`src/rtl/rmc_cfg.svh`:
```
`ifndef RMC_CFG_SVH
`define RMC_CFG_SVH
// ----------------------------------------------------------------------
// Register map and field positions
// ----------------------------------------------------------------------
`define RMC_ADDR_W       4
`define RMC_ADDR_CTRL    4'h0
`define RMC_ADDR_STAT    4'h4
`define RMC_CTRL_W       20
`define RMC_CTRL_RST     20'h02E78
`define RMC_F_BW_LO      3
`define RMC_F_BW_HI      4
`define RMC_F_BC0        7
`define RMC_F_BC1        8
`define RMC_F_SLP0       12
`define RMC_F_AUTOPOLL   15
`define RMC_F_SPEED      16
`define RMC_F_MUTEPOL    17
`define RMC_F_WDOG_DIS   18
`define RMC_F_RSSI       19
// ----------------------------------------------------------------------
// Timing and squelch thresholds
// ----------------------------------------------------------------------
`define RMC_CLK_MHZ      20
`define RMC_SLEEP_MS     10
`define RMC_WD_LONG_MS   20
`define RMC_WD_MID_MS    10
`define RMC_WD_SHORT_MS  5
`define RMC_GOOD_ON      7
`define RMC_GOOD_OFF     4
`endif

```
`src/rtl/rmc_pkg.sv`:
```
package rmc_pkg;
  typedef enum logic [1:0] {ST_AWAKE, ST_SLEEP, ST_CHECK} poll_state_t;

  // Bit-check results from the window timer
  typedef struct packed {
    logic good;
    logic bad;
    logic edge_seen;
  } bit_evt_t;

  // Complete block state
  typedef struct packed {
    logic [19:0] ctrl;
    poll_state_t state;
    logic [31:0] tmr;
    logic [31:0] wdog;
    logic [3:0]  good;
    logic [7:0]  hist;
    logic        mute;
    logic        awake;
    logic        speed;
    logic        rssi;
    logic        fast_agc;
    logic [1:0]  bw;
    logic        ap_prev;
    logic [31:0] rdata;
  } rmc_state_t;
endpackage

```
`src/rtl/receiver_mode_control_decode.sv`:
```
// Implementation choices: strobed register access and the register offsets.
`timescale 1ns/1ps
`include "rmc_cfg.svh"
// Function
// Auto-poll bit low keeps the receiver awake, high makes it cycle sleep and wake-up polling.
// The demodulator speed bit resets to 0 (normal bandwidths); 1 asks for an unavailable fast set.
// Muting is enabled when the mute pin equals the polarity bit and disabled otherwise.
// An undriven mute pin reads high, so the default polarity leaves muting off.
// With the watchdog enabled its timeout is 20, 5, 10 or 5 ms for bandwidth bits 00, 01, 10, 11.
// With the watchdog disabled the receiver keeps checking bits with no time limit.
// The top bit gives no signal-strength offset at 0 and a +200 mV offset at 1.
// The top bit at 0 enables fast-attack gain control and threshold hold; at 1 disables both.
// The two bandwidth pins select 1625, 3250, 6500 or 13000 Hz, open pins reading as 1.
// Output is muted at four or fewer good of eight bits and unmuted at seven or more.
// Sleep time is 10 ms doubled per step of the three-bit code, default code giving 40 ms.
// Bit-check count codes 00, 01, 10, 11 require 0, 2, 4 and 8 good bits before data flows.
// In auto-poll bit-checking, an expired watchdog with no transitions returns the receiver to sleep.
// All configuration takes its default at reset and holds until rewritten.
module receiver_mode_control_decode #(
  parameter int unsigned SLEEP_BASE_CYC = `RMC_SLEEP_MS * `RMC_CLK_MHZ * 1000,
  parameter int unsigned WD_LONG_CYC    = `RMC_WD_LONG_MS * `RMC_CLK_MHZ * 1000,
  parameter int unsigned WD_MID_CYC     = `RMC_WD_MID_MS * `RMC_CLK_MHZ * 1000,
  parameter int unsigned WD_SHORT_CYC   = `RMC_WD_SHORT_MS * `RMC_CLK_MHZ * 1000
) (
  // Clock and shutdown reset
  input  wire logic                     i_sys_clk,
  input  wire logic                     i_arst_n,
  // Register port
  input  wire logic [`RMC_ADDR_W-1:0]   i_addr,
  input  wire logic [31:0]              i_wdata,
  input  wire logic                     i_wr,
  input  wire logic                     i_rd,
  output logic      [31:0]              o_rdata,
  // Configuration pins
  input  wire logic                     i_mute_control_pin,
  input  wire logic                     i_mute_pin_driven,
  input  wire logic                     i_bw_choice_pin0,
  input  wire logic                     i_bw_choice_pin1,
  // Bit-check events
  input  wire rmc_pkg::bit_evt_t        i_evt,
  // Decoded controls
  output logic                          o_rx_awake,
  output logic                          o_data_mute,
  output logic                          o_demod_fast,
  output logic                          o_rssi_offset_on,
  output logic                          o_fast_agc_en,
  output logic      [1:0]               o_bw_sel,
  output rmc_pkg::poll_state_t          o_poll_state
);
  import rmc_pkg::*;

  rmc_state_t r;
  rmc_state_t r_nxt;
  logic       mute_pin_eff;
  logic       mute_en;
  logic [3:0] good_cnt;
  logic [3:0] check_target;
  logic [31:0] wd_load;
  logic [31:0] sleep_load;

  // ----------------------------------------------------------------------
  // Pin and field decode
  // ----------------------------------------------------------------------
  // Internal pull-up: an undriven pin reads high
  assign mute_pin_eff = i_mute_pin_driven ? i_mute_control_pin : 1'b1;
  assign mute_en      = (mute_pin_eff == r.ctrl[`RMC_F_MUTEPOL]);
  assign good_cnt     = 4'($countones(r.hist));
  assign sleep_load   = SLEEP_BASE_CYC << r.ctrl[`RMC_F_SLP0 +: 3];

  // Good-bit target from the two count bits
  always_comb begin
    unique case ({r.ctrl[`RMC_F_BC1], r.ctrl[`RMC_F_BC0]})
      2'b00: check_target = 4'h0;
      2'b01: check_target = 4'h2;
      2'b10: check_target = 4'h4;
      2'b11: check_target = 4'h8;
    endcase
  end

  // Watchdog length follows the bandwidth bits, first bit listed first
  always_comb begin
    unique case ({r.ctrl[`RMC_F_BW_LO], r.ctrl[`RMC_F_BW_HI]})
      2'b00: wd_load = WD_LONG_CYC;
      2'b01: wd_load = WD_SHORT_CYC;
      2'b10: wd_load = WD_MID_CYC;
      2'b11: wd_load = WD_SHORT_CYC;
    endcase
  end

  // ----------------------------------------------------------------------
  // Next-state logic
  // ----------------------------------------------------------------------
  always_comb begin
    r_nxt = r;
    r_nxt.ap_prev = r.ctrl[`RMC_F_AUTOPOLL];
    // Register writes; holds otherwise
    if (i_wr && i_addr == `RMC_ADDR_CTRL) begin
      r_nxt.ctrl = i_wdata[`RMC_CTRL_W-1:0];
    end
    // Read data valid only in the cycle after the strobe
    r_nxt.rdata = 32'h0000_0000;
    if (i_rd) begin
      if (i_addr == `RMC_ADDR_CTRL) begin
        r_nxt.rdata = {12'h000, r.ctrl};
      end else if (i_addr == `RMC_ADDR_STAT) begin
        r_nxt.rdata = {16'h0000, r.hist, r.good, r.awake, r.mute, r.state};
      end
    end
    // Static decodes, one cycle behind the control word, or behind the bandwidth pins for bw
    r_nxt.speed    = r.ctrl[`RMC_F_SPEED];
    r_nxt.rssi     = r.ctrl[`RMC_F_RSSI];
    r_nxt.fast_agc = ~r.ctrl[`RMC_F_RSSI];
    r_nxt.bw       = {i_bw_choice_pin1, i_bw_choice_pin0};
    // Squelch history of the last eight checked bits
    if (i_evt.good || i_evt.bad) begin
      r_nxt.hist = {r.hist[6:0], i_evt.good};
    end
    // Hysteresis keeps the output from chattering between limits
    if (!mute_en) begin
      r_nxt.mute = 1'b0;
    end else if (good_cnt >= 4'(`RMC_GOOD_ON)) begin
      r_nxt.mute = 1'b0;
    end else if (good_cnt <= 4'(`RMC_GOOD_OFF)) begin
      r_nxt.mute = 1'b1;
    end
    // Poll sequencer
    if (!r.ctrl[`RMC_F_AUTOPOLL]) begin
      r_nxt.state = ST_AWAKE;
    end else if (!r.ap_prev) begin
      // Fresh enable starts a sleep period
      r_nxt.state = ST_SLEEP;
      r_nxt.tmr   = sleep_load;
    end else begin
      unique case (r.state)
        ST_AWAKE: begin
          r_nxt.state = ST_AWAKE;
        end
        ST_SLEEP: begin
          if (r.tmr <= 32'd1) begin
            r_nxt.good = 4'h0;
            r_nxt.wdog = wd_load;
            r_nxt.state = (check_target == 4'h0) ? ST_AWAKE : ST_CHECK;
          end else begin
            r_nxt.tmr = r.tmr - 32'd1;
          end
        end
        ST_CHECK: begin
          r_nxt.wdog = (i_evt.edge_seen || i_evt.good || i_evt.bad) ? wd_load : r.wdog - 32'd1;
          if (i_evt.bad) begin
            r_nxt.state = ST_SLEEP;
            r_nxt.tmr   = sleep_load;
          end else if (i_evt.good && (r.good + 4'h1 >= check_target)) begin
            r_nxt.state = ST_AWAKE;
          end else if (i_evt.good) begin
            r_nxt.good = r.good + 4'h1;
          end else if (!r.ctrl[`RMC_F_WDOG_DIS] && r.wdog <= 32'd1 && !i_evt.edge_seen) begin
            r_nxt.state = ST_SLEEP;
            r_nxt.tmr   = sleep_load;
          end
          // Disabled watchdog never ends the check period
          if (r.ctrl[`RMC_F_WDOG_DIS]) begin
            r_nxt.wdog = wd_load;
          end
        end
      endcase
    end
    r_nxt.awake = (r_nxt.state == ST_AWAKE);
  end

  // ----------------------------------------------------------------------
  // State register; shutdown restores every default
  // ----------------------------------------------------------------------
  always_ff @(posedge i_sys_clk or negedge i_arst_n) begin
    if (!i_arst_n) begin
      r          <= '0;
      r.ctrl     <= `RMC_CTRL_RST;
      r.state    <= ST_AWAKE;
      r.awake    <= 1'b1;
      r.fast_agc <= 1'b1;
      r.bw       <= 2'b11;
    end else begin
      r <= r_nxt;
    end
  end

  // Outputs straight from the state flops
  assign o_rdata          = r.rdata;
  assign o_rx_awake       = r.awake;
  assign o_data_mute      = r.mute;
  assign o_demod_fast     = r.speed;
  assign o_rssi_offset_on = r.rssi;
  assign o_fast_agc_en    = r.fast_agc;
  assign o_bw_sel         = r.bw;
  assign o_poll_state     = r.state;
endmodule

```
`config.mk`:
```
export PLATFORM = sky130hd
export DESIGN_NAME = receiver_mode_control_decode
export DESIGN_NICKNAME = d
export VERILOG_FILES = /design/src/rtl/rmc_pkg.sv /design/src/rtl/receiver_mode_control_decode.sv
export VERILOG_INCLUDE_DIRS = /design/src /design/src/rtl
export SDC_FILE = /design/constraint.sdc
export NUM_CORES = 1
export LEC_CHECK = 0
export BUFFER_PORTS_ARGS = -buffer_cell sky130_fd_sc_hd__buf_2
export CORE_MARGIN = 2
export CORE_UTILIZATION = 45
export DETAILED_ROUTE_END_ITERATION = 10
export MAX_ROUTING_LAYER = met4
export PLACE_DENSITY_LB_ADDON = 0.1
export SETUP_SLACK_MARGIN = 0.1
export SLEW_MARGIN = 25
export SYNTH_ARGS = -nofsm -noshare
export SYNTH_HDL_FRONTEND = slang
export SYNTH_SLANG_ARGS = --single-unit
```
`constraint.sdc`:
```
create_clock -name i_sys_clk -period 3.6 [get_ports i_sys_clk]
set_input_delay 0.18 -clock i_sys_clk [delete_from_list [all_inputs] [get_ports i_sys_clk]]
set_output_delay 0.18 -clock i_sys_clk [all_outputs]
set_load 0.005 [all_outputs]
```
Word-level counts from Yosys, hierarchy flattened
Index checks and enable logic that the tools add are counted.
{"block": "word_totals", "ff_bits": 138, "latchBits": 0, "ram_bits": 0, "mem_bits_ro": 0, "out_inout_bits": 41, "word_cells": 100, "memories": 0}
{"block": "classes", "n_addsub": 10, "multipliers": 0, "div": 0, "order_cmp": 5, "eq_ne": 20, "n_shift": 1, "n_mux": 29, "bitwise": 1, "n_reduce_logical": 20}
{"op": "$mux 34", "count": 6}
{"op": "$pmux 68 s2", "count": 1}
{"op": "$mux 32", "count": 4}
{"op": "$pmux 32 s3", "count": 1}
{"op": "$le 32x1->1 const B", "count": 2}
{"op": "$sub 32x1->32 const B", "count": 2}
{"op": "$mux 20", "count": 2}
{"op": "$mux 36", "count": 1}
{"op": "$shl 18x3->32 const A", "count": 1}
{"op": "$mux 16", "count": 1}
{"op": "$pmux 4 s4", "count": 1}
{"op": "$mux 4", "count": 3}
{"op": "$eq 2x2->1 const B", "count": 5}
{"op": "$ne 5x5->1 const B", "count": 2}
{"op": "$add 1x1->2", "count": 4}
{"op": "$logic_not 2->1", "count": 4}
{"op": "$logic_not 4->1", "count": 2}
{"op": "$mux 2", "count": 4}
{"op": "$ne 2x2->1 const B", "count": 4}
{"op": "$reduce_and 7->1", "count": 1}
{"op": "$add 2x2->3", "count": 2}
{"op": "$eq 2x1->1 const B", "count": 3}
{"op": "$ne 3x1->1 const B", "count": 2}
{"op": "$pmux 2 s3", "count": 1}
{"op": "other kinds (18)", "count": 27}

Logic depth before layout (Yosys ltp)
Gate-level depths: netlist of run 1.
{"block": "logic_depth", "word_depth": 13, "depth_mapped": 11, "ltp_nobuf": 10}

Worst setup path after synthesis of run 1
No wires, ideal clock.
{"block": "synth_path", "path_type": "register to register", "start": "register r[40] in the netlist's numbering", "end": "register r (netlist bit o_data_mute)", "arrival_time_ns": 2.945, "path_slack_ns": 0.552, "stages_incl_launch_ff": 11, "path_buffers": 0, "period_less_slack_ns": 3.048, "path_cell_list": "dfrtp_1 > fa_1 > inv_1 > fa_1 > fa_1 > inv_1 > ha_1 > fa_1 > nor2_1 > o21ai_0 > a221oi_1"}
{"block": "synth_between", "elab_chain_len": 6}
{"element": "start: declaration", "line": "receiver_mode_control_decode.sv:52", "source": "rmc_state_t r;"}
{"element": "start signal: assignment", "line": "receiver_mode_control_decode.sv:182", "source": "r <= r_nxt;"}
{"element": "$add 1x1->2 (implied by the code) (*)", "line": "receiver_mode_control_decode.sv:67", "source": "assign good_cnt = 4'($countones(r.hist));"}
{"element": "$add 2x2->3 (implied by the code) (*)", "line": "receiver_mode_control_decode.sv:67"}
{"element": "$add 3x3->4 (implied by the code) (*)", "line": "receiver_mode_control_decode.sv:67"}
{"element": "$ge 4x3->1", "line": "receiver_mode_control_decode.sv:121", "source": "end else if (good_cnt >= 4'(`RMC_GOOD_ON)) begin"}
{"element": "$mux 1", "line": "receiver_mode_control_decode.sv:121"}
{"element": "$mux 1", "line": "receiver_mode_control_decode.sv:119", "source": "if (!mute_en) begin"}
Every way passes the cells marked *; elsewhere a longest branch is shown, timed or not.
A chain may end at the register's enable or synchronous reset.

Worst setup path in the final report of run 1
Ends and elaborated chain as after synthesis.

==> key figures, run 1 <==
Clock tree
  • Root Buffer: clkbuf_16
  • # resized after CTS: 0
  • H-tree Lvls: 4
  • CTS buffer count: 17
  • Clock Sink Count: 126
  • Clock Path Buffers: 2
  • CTS tree: done
  • Clock transition at path regs: 0.06 ns
  • Clock Latency Late Sink: 0.42 ns

Finish
  • Final antenna diode count: 0
  • Most common cell after layout, fill and taps aside: dfrtp_1
  • Fillers: 1352
  • Multi-input gate area: 3310 um^2
  • Layout area overhead: 17.5%
  • Layout cells sized above 1: 20.4%
  • Commonest non-fill, non-tap cells in the layout: 114 x dfrtp_1, 90 x nor2_1, 85 x o21ai_0
  • Register area: 3170 um^2
  • # nets final: 877
  • Non-filler cells, final: 1007
  • Utilization after layout: 54.0%

Place
  • Dpl ws: 0.174 ns
  • IO buf count: 63
  • Dpl cells: 952
  • Routability congestion estimate: 0.900
  • DP HPWL: 10600 um

Logic synthesis
  • Post-Syn Area: 6960 um^2
  • Area contributors post-synth: dfrtp_1 41%, o21ai_0 6.1%, nor2_1 4.9%
  • Post-synth top flop: dfrtp_1
  • Sequential fraction of the synthesis area: 45.5%
  • Post-synth EDFFs: 0
  • Post-Syn Instances: 745
  • Top-area cell type share of the netlist area: 41.0%
  • Synth Warn #: 0
  • Synth Register Bits: 126
  • Synth async-reset ratio: 100%
  • Average instance area after synthesis: 9.34 um^2
  • Synth area leader: dfrtp_1
  • Synth cell types: 63

Timing
  • RSZ-0062 raised after global routing: no
  • Final worst path period share: 88.4%
  • Fin crit period: 3.18 ns
  • Fmax: 0.314 GHz
  • Worst-margin pin slew: 0.841 ns
  • Fin. Hold Viols: 0
  • Slew margin rel.: 43.8%
  • Final setup vio count: 0
  • Clock skew: 0.00920 ns
  • Slew Viols, Final: 0
  • Setup ws final: 0.419 ns
  • Setup TNS: 0 ns

Route
  • DR vias/cell: 5.58
  • 1st-iter DRT viols: 355
  • Detailed Route WL: 15600 um
  • Remaining routing DRC violations: 0
  • Antenna-violating nets left: 0
  • Wire length per cell: 15.5 um
  • Detailed Routing Iterations Pass 1: 5
  • Via count: 5624

Power
  • Total Power: 5.11 mW
  • Pwr dens: 626 nW/um^2
  • Pleak: 3.77 nW
  • VDD IR max: 0.000377 V

Flow run
  • Max-cap violations: 0

Setup path
  • Reg2reg start: r[40]
  • Path depth of the worst reg2reg path: 10
  • Critical setup path kind: flip-flop to flip-flop
  • CP Cell Sequence: fa_1, inv_1, fa_1, fa_1, inv_1, ha_1, fa_1, nor2_1, o21ai_0, a221oi_1
  • CP dominant cell by count: fa_1
  • CP Launch Type: flip-flop
  • WP data arrival: 3.49 ns
  • CP peak stage delay: 0.55 ns
  • Max stage delay cell, worst path: fa_1
  • Required time of the critical path: 3.91 ns
  • CP Capture Type: flip-flop
  • Flop2flop setup slack: 0.42 ns
  • Reg2reg end: o_data_mute
  • CP max FO: 4

Global routing
  • Pin count of the biggest net entering global routing: 71
  • Initial antenna violation count: 0
  • Total track usage: 20.6%
  • First-pass GRT wire length: 26400 um
  • Vias in the first global route: 5457
  • Total congestion overflow: 0

Floorplan
  • Die Wd: 128 um
  • Area of the core: 15100 um^2
  • Die Area: 16500 um^2
  • Core Rows: 45
  • Die height: 128 um
  • # IOs: 88
  • Initial Utilization: 45.9%

Hold path
  • Worst Hold Endpoint: r[128]
  • Hold depth: 2
  • Hold_sp: i_wdata[10]
  • Hold Crit Class: primary input to flip-flop

Run status
  • Status: complete, no violations
==> metrics by stage <==
step	cell area (um^2)	hold slack, ns
finish	8180	0.0197
global route	8180	0.0155
CTS	8150	0.00276
detailed placement	7280	0.279
global placement	7280	0.275
floorplan	7000	-0.116
==> sequential cells by signal, indices dropped and copies added, names as in the netlist, 2 cells and up <==
name          flops
r                97
o_poll_state      2
o_rdata          20
o_bw_sel          2
==> cell usage after synthesis, drive strengths merged, types with 12 or more instances <==
| cell | n |
|---|---|
| dfrtp | 114 |
| nor2 | 90 |
| o21ai | 87 |
| a21oi | 44 |
| buf | 39 |
| nand2 | 39 |
| inv | 34 |
| clkbuf | 31 |
| mux2 | 28 |
| nor3 | 27 |
| nor4 | 21 |
| ha | 20 |
| mux2i | 19 |
| dfstp | 12 |
==> how the worst max path moves through the flow <==
stage,start,endpoint,slack [ns],depth (start not counted)
after floorplan,r[40],o_data_mute,0.55,10
after global placement,r[90],r[112],0.29,8
after detailed placement,r[89],r[105],0.17,8
after CTS,r[89],r[105],0.18,8
after global routing,r[89],r[65],0.16,9
final,r[40],o_data_mute,0.42,10
==> routing by layer <==
metal  global-route usage, %  vias to the layer above  wire [um]
met4                    7.56                        0        226
met5                       -                        -          0
met2                    31.8                      149       7100
met1                    27.2                     2736       7600
li1                        -                     2717          -
met3                    3.83                       22        679
==> kinds of logic (layout without fill, tap and decap cells) <==
group	count (synthesis)	in the layout	synth area share [%]
adder cells (fa/ha/maj)	24	24	4.75
buffers and inverters	104	167	7.59
XOR/XNOR	13	13	1.64
AO/OA/AOI/OAI	185	185	15.6
flip-flops	126	126	45.5
AND/OR/NAND/NOR	245	245	17.6
multiplexers	47	47	7.26
other	1	12	0.0539
==> power breakdown <==
| part | total (mW) | switching (mW) | internal (mW) |
|---|---|---|---|
| clock | 1.90 | 0.653 | 1.25 |
| sequential | 1.88 | 0.229 | 1.65 |
| combinational | 1.33 | 0.757 | 0.578 |
==> area by class of cell <==
type,count,share of cell area (%)
Sequential cell,126,38.7
Inverter,34,1.56
Multi-Input combinational cell,526,40.5
Timing Repair Buffer,101,8.29
Clock buffer,18,5.37
Tap cell,188,2.88
Clock inverter,14,2.62
==> worst max-delay path, delay by kind of cell (launching register included) <==
| family | cells | cell delay (ns) |
|---|---|---|
| AOI/OAI and AO/OA | 2 | 0.35 |
| buffers and inverters | 2 | 0.09 |
| and+or+nand+nor | 1 | 0.09 |
| adders and majority gates | 5 | 2.11 |
| DFF | 1 | 0.43 |
==> repair_timing <==
action,CTS,global route
hold buffers,22,0
endpoints found under the hold margin,69,0
setup buffers,0,0
No activity file was read; power rests on OpenSTA's default activity.
==> run 2: changes to the inputs <==
--- a/config.mk
+++ b/config.mk
@@ -7,9 +7,12 @@
 export NUM_CORES = 1
 export LEC_CHECK = 0
 export BUFFER_PORTS_ARGS = -buffer_cell sky130_fd_sc_hd__buf_2
+export CELL_PAD_IN_SITES_DETAIL_PLACEMENT = 1
+export CELL_PAD_IN_SITES_GLOBAL_PLACEMENT = 2
 export CORE_MARGIN = 2
-export CORE_UTILIZATION = 45
+export CORE_UTILIZATION = 36
 export DETAILED_ROUTE_END_ITERATION = 10
+export GPL_TIMING_DRIVEN = 1
 export MAX_ROUTING_LAYER = met4
 export PLACE_DENSITY_LB_ADDON = 0.1
 export SETUP_SLACK_MARGIN = 0.1
==> run 2 against run 1 <==
- combinational power up 4%
- total power down 3.6%
- clock skew up 0.0084 ns
- setup slack better by 0.014 ns
- worst hold slack worse by 0.0049 ns
- core utilization down 11 points
- sequential power about the same
- die area up 24%
- register-to-register slack about the same
- critical endpoint unchanged
- largest power group is now registers
==> key figures, run 2 (synthesis gave the netlist of run 1 again) <==
Setup path
  • Flop2flop setup slack: 0.43 ns (about the same)
  • Reg2reg end: o_data_mute
  • WP data arrival: 3.49 ns (about the same)
  • CP Launch Type: flip-flop
  • Path depth of the worst reg2reg path: 10 (unchanged)
  • CP Capture Type: flip-flop
  • Required time of the critical path: 3.92 ns (about the same)
  • CP max FO: 4 (unchanged)
  • Critical setup path kind: flip-flop to flip-flop
  • Reg2reg start: r[40]

Floorplan
  • Die height: 143 um (+11%)
  • Die Wd: 143 um (+11%)
  • Initial Utilization: 37.0% (-9.0 points)
  • Core Rows: 50 (+11%)
  • Area of the core: 18800 um^2 (+24%)
  • # IOs: 88 (unchanged)
  • Die Area: 20500 um^2 (+24%)

Route
  • Antenna-violating nets left: 0 (unchanged)
  • Wire length per cell: 17.2 um (+11%)
  • DR vias/cell: 5.21 (-6.7%)
  • Remaining routing DRC violations: 0 (unchanged)
  • Detailed Routing Iterations Pass 1: 4 (-1)
  • Detailed Route WL: 18600 um (+19%)
  • Via count: 5629 (+0.089%)
  • 1st-iter DRT viols: 255 (-28%)

Clock tree
  • Clock Sink Count: 126 (unchanged)
  • CTS buffer count: 17 (unchanged)
  • Setup Buffers After CTS: 0 (unchanged)
  • Clock Path Buffers: 2 (unchanged)
  • Clock transition at path regs: 0.06 ns (about the same)
  • Root Buffer: clkbuf_16
  • CTS tree: done
  • Clock Latency Late Sink: 0.42 ns (about the same)
  • H-tree Lvls: 4 (unchanged)

Global routing
  • Total congestion overflow: 0 (unchanged)
  • Initial antenna violation count: 0 (unchanged)
  • First-pass GRT wire length: 31700 um (+20%)
  • Total track usage: 20.1% (-0.46 points)
  • Pin count of the biggest net entering global routing: 72 (+1.4%)
  • Vias in the first global route: 6135 (+12%)

Hold path
  • Worst Hold Endpoint: r[134]
  • Hold depth: 2 (unchanged)
  • Hold Crit Class: primary input to flip-flop
  • Hold_sp: i_wdata[16]

Flow run
  • Max-cap violations: 0 (unchanged)

Timing
  • Fin crit period: 3.17 ns (-0.0141 ns)
  • Final setup vio count: 0 (unchanged)
  • Clock skew: 0.0176 ns (+0.00843 ns)
  • Final worst path period share: 88.0% (-0.39 points)
  • Slew margin rel.: 50.7% (+6.9 points)
  • Setup ws final: 0.433 ns (+0.0141 ns)
  • Setup TNS: 0 ns (unchanged)
  • Worst-margin pin slew: 0.740 ns (-0.102 ns)
  • Fin. Hold Viols: 0 (unchanged)
  • Slew Viols, Final: 0 (unchanged)
  • RSZ-0062 raised after global routing: no
  • Fmax: 0.316 GHz (+0.44%)
  • WHS: 0.0149 ns (-0.00486 ns)

Run status
  • Status: complete, no violations

Power
  • Pwr dens: 603 nW/um^2 (-3.7%)
  • Pleak: 3.74 nW (-0.84%)
  • VDD IR max: 0.000365 V (-3.1%)

Finish
  • Layout area overhead: 17.6% (about the same)
  • # nets final: 878 (+0.11%)
  • Most common cell after layout, fill and taps aside: dfrtp_1
  • Layout cells sized above 1: 21.1% (+0.71 points)
  • Commonest non-fill, non-tap cells in the layout: 114 x dfrtp_1, 90 x nor2_1, 85 x o21ai_0
  • Max reg flops: 97 (unchanged)
  • Largest Register: r
  • Final antenna diode count: 0 (unchanged)
  • Post-route design area: 8180 um^2 (about the same)

Place
  • DP HPWL: 13100 um (+24%)
  • Routability congestion estimate: 0.765 (-15%)
  • Dpl ws: 0.319 ns (+0.145 ns)
  • IO buf count: 63 (unchanged)
  • Cell Area, Placed: 7440 um^2 (+2.2%)
==> run 2: changes by cell type in the layout (fill, tap and decap cells not counted), sizes merged <==
cell         delta
buf             +7
dlygate4sd3     -6
bufinv          -4
inv             +3
clkbuf          +1
clkinv          -1
clkinvlp        +1
==> run 2: metrics by stage <==
step / cells / util, % / total power [mW]
2_1_floorplan: 756 / - / 2.82
3_3_place_gp: 1032 / 39.5 / 3.21
3_5_place_dp: 1032 / 39.5 / 3.29
4_1_cts: 1080 / 43.4 / 5.00
5_1_grt: 1080 / 43.5 / 5.29
6_report: 1080 / 43.5 / 4.93
==> run 2: worst max-delay path, stage by stage (launching register included) <==
cell      delay (ns)
dfrtp_1         0.43
fa_1            0.55
inv_1           0.05
fa_1            0.44
fa_1            0.49
inv_1           0.04
ha_1            0.19
fa_1            0.46
nor2_1          0.09
o21ai_0         0.08
a221oi_1        0.25
==> run 2: final cells by class <==
class	instances	area, um^2
fillers	2149	10600
multi-input cells	526	3310
flip-flops and latches	126	3170
repair buffers	102	676
clock buffers	19	443
well taps	260	325
clock inverters	13	130
inverters	34	128
==> run 2: metal layers <==
metal  share of wire, %  vias to the layer above  routed length (um)  GRT usage, %
met2                 49                       90                9170          34.3
met1                 47                     2827                8740          24.9
met4               0.70                        0                 131          3.96
met5                  0                        -                   0             -
li1                   -                     2701                   -             -
met3                3.0                       11                 563          4.12
==> run 2: worst max-delay path by stage <==
stage,from,to,slack (ns),cells past startpoint
detailed placement,r[90],r[87],0.32,8
global route,r[68],r[99],0.24,7
global placement,r[90],r[115],0.39,8
finish,r[40],o_data_mute,0.43,10
CTS,r[90],r[87],0.28,8
floorplan,r[40],o_data_mute,0.55,10
==> run 2: timing repair <==
item | in CTS | in global routing
hold endpoints to repair | 64 | 0
hold buffers | 16 | 0
setup endpoints to repair | 0 | 19
resized for setup | 0 | 1
==> run 2: power by group <==
group          switching, mW  internal, mW
Clock                  0.682         0.981
Sequential             0.236          1.65
Combinational          0.793         0.590
==> run 3: changes to the inputs <==
--- a/config.mk
+++ b/config.mk
@@ -13,6 +13,7 @@
 export CORE_UTILIZATION = 36
 export DETAILED_ROUTE_END_ITERATION = 10
 export GPL_TIMING_DRIVEN = 1
+export HOLD_SLACK_MARGIN = 0.08
 export MAX_ROUTING_LAYER = met4
 export PLACE_DENSITY_LB_ADDON = 0.1
 export SETUP_SLACK_MARGIN = 0.1
==> run 3 against run 2 <==
- setup slack gained 0.0017 ns
- die area did not move
- design area up 0.98%
- clock-buffer cell count unchanged
- core utilization up 0.43 points
- register-to-register slack about the same
- sequential power hardly changed
- highest routed layer unchanged
==> key figures, run 3 (synthesis gave the netlist of run 1 again) <==
Setup path
  • CP peak stage delay: 0.55 ns (about the same)
  • Cell family with most CP delay: adder cells
  • Required time of the critical path: 3.92 ns (about the same)
  • CP max FO: 4 (unchanged)
  • Critical setup path kind: flip-flop to flip-flop
  • WP data arrival: 3.49 ns (about the same)
  • CP Capture Type: flip-flop
  • CP dominant cell by count: fa_1
  • Buffers & Inverters on Critical Path: 2 (unchanged)
  • Max stage delay cell, worst path: fa_1
  • CP Cell Sequence: fa_1, inv_1, fa_1, fa_1, inv_1, ha_1, fa_1, nor2_1, o21ai_0, a221oi_1
  • CP Launch Type: flip-flop

Global routing
  • Pin count of the biggest net entering global routing: 72 (unchanged)
  • Total congestion overflow: 0 (unchanged)
  • First-pass GRT wire length: 31900 um (+0.72%)
  • Total track usage: 20.3% (+0.14 points)
  • Initial antenna violation count: 0 (unchanged)
  • Routing usage on met3: 4.19% (+0.067 points)
  • Global Route met2 Usage: 34.7% (+0.43 points)
  • GRT busiest layer: met2
  • Vias in the first global route: 6202 (+1.1%)
  • Met1 usage: 24.9% (unchanged)

Finish
  • # nets final: 886 (+0.91%)
  • Layout area overhead: 18.8%
  • Layout cells sized above 1: 20.9% (-0.20 points)
  • Final antenna diode count: 0 (unchanged)
  • Register area: 3170 um^2 (unchanged)
  • Multi-input gate area: 3310 um^2 (unchanged)
  • Most common cell after layout, fill and taps aside: dfrtp_1
  • Largest Register: r
  • Fillers: 2141 (-0.37%)
  • Max reg flops: 97 (unchanged)
  • Commonest non-fill, non-tap cells in the layout: 114 x dfrtp_1, 90 x nor2_1, 85 x o21ai_0

Floorplan
  • Die Area: 20500 um^2 (unchanged)
  • Die Wd: 143 um (unchanged)
  • Initial Utilization: 37.0% (unchanged)
  • Core Rows: 50 (unchanged)
  • # IOs: 88 (unchanged)
  • Die height: 143 um (unchanged)
  • Area of the core: 18800 um^2 (unchanged)

Route
  • Detailed Route WL: 18700 um (+0.40%)
  • Detailed Routing Iterations Pass 1: 4 (unchanged)
  • Wire length per cell: 17.2 um (-0.34%)
  • DR vias/cell: 5.19 (-0.44%)
  • Antenna-violating nets left: 0 (unchanged)
  • 1st-iter DRT viols: 245 (-3.9%)
  • Remaining routing DRC violations: 0 (unchanged)
  • Via count: 5646 (+0.30%)

Timing
  • Final setup vio count: 0 (unchanged)
  • Fmax: 0.316 GHz (about the same)
  • Slew Viols, Final: 0 (unchanged)
  • WHS: 0.129 ns (+0.115 ns)
  • Fin crit period: 3.16 ns (-0.00172 ns)
  • Worst-margin pin slew: 0.736 ns (-0.00391 ns)
  • Slew margin rel.: 51.0% (+0.26 points)
  • Clock skew: 0.0169 ns (-0.000715 ns)
  • Final worst path period share: 87.9% (about the same)
  • RSZ-0062 raised after global routing: no
  • Setup TNS: 0 ns (unchanged)
  • Fin. Hold Viols: 0 (unchanged)

Clock tree
  • Clock Path Buffers: 2 (unchanged)
  • CTS buffer count: 17 (unchanged)
  • Setup Buffers After CTS: 0 (unchanged)
  • CTS tree: done
  • Root Buffer: clkbuf_16
  • H-tree Lvls: 4 (unchanged)
  • Clock transition at path regs: 0.06 ns (about the same)
  • Clock Sink Count: 126 (unchanged)
  • Clock Latency Late Sink: 0.42 ns (about the same)

Power
  • VDD IR max: 0.000365 V (-0.15%)
  • Pwr dens: 597 nW/um^2 (-0.86%)
  • Pleak: 3.77 nW (+0.89%)

Place
  • IO buf count: 63 (unchanged)
  • Routability congestion estimate: 0.765 (unchanged)
  • DP HPWL: 13100 um (unchanged)

Flow run
  • Max-cap violations: 0 (unchanged)

Run status
  • Status: complete, no violations

Hold path
  • Hold Crit Class: primary input to flip-flop
-- run 3: cell types whose count changed in the layout (fill, tap and decap cells not counted) --
cell	before	now
dlygate4sd3_1	16	24
-- run 3: stage by stage --
step	cells	util [%]	total power [mW]	cell area [um^2]	setup slack [ns]
6_report	1088	43.9	4.94	8260	0.435
5_1_grt	1088	43.9	5.29	8260	0.237
4_1_cts	1088	43.8	5.01	8250	0.285
3_5_place_dp	1032	39.5	3.29	7440	0.319
3_3_place_gp	1032	39.5	3.21	7440	0.394
2_1_floorplan	756	-	2.82	7000	0.552
-- run 3: area by class of cell --
type                    count  area share [%]
clock buffers              19            5.36
clock inverters            13            1.57
inverters                  34            1.54
multi-input cells         526            40.1
flip-flops and latches    126            38.3
well taps                 260            3.94
repair buffers            110            9.14
-- run 3: worst paths after layout --
check	start	to	slack, ns	cells after the start
setup / recovery	r[40]	o_data_mute	0.44	10
hold / removal	i_mute_control_pin	o_data_mute	0.13	4
setup reg to reg	r[40]	o_data_mute	0.44	10
hold reg to reg	r[137]	o_rssi_offset_on	0.40	0
max in group asynchronous	i_arst_n	r[80]	2.35	3
min in group asynchronous	i_arst_n	r[120]	0.36	2
-- run 3: timing repair --
item,4_1_cts,5_1_grt
hold buffers,24,0
setup endpoints to repair,0,19
gates resized for setup,0,1
hold endpoints to repair,72,0
-- run 3: layer usage --
metal	wire length, um	up-vias	share of wire (%)
met2	9270	84	50
met5	0	-	0
li1	-	2716	-
met4	136	0	0.73
met3	520	13	2.8
met1	8760	2833	47
-- run 3: worst min-delay path: stages --
cell      delay [ns]
buf_2           0.08
nor2b_1         0.04
xnor2_1         0.16
a221oi_1        0.05
-- run 3: power by group --
group | switching (mW) | internal, mW | total (mW) | leakage (nW)
combinational | 0.794 | 0.596 | 1.39 | 1.91
sequential | 0.236 | 1.65 | 1.89 | 1.59
clock | 0.680 | 0.981 | 1.66 | 0.268
total | 1.71 | 3.23 | 4.94 | 3.77
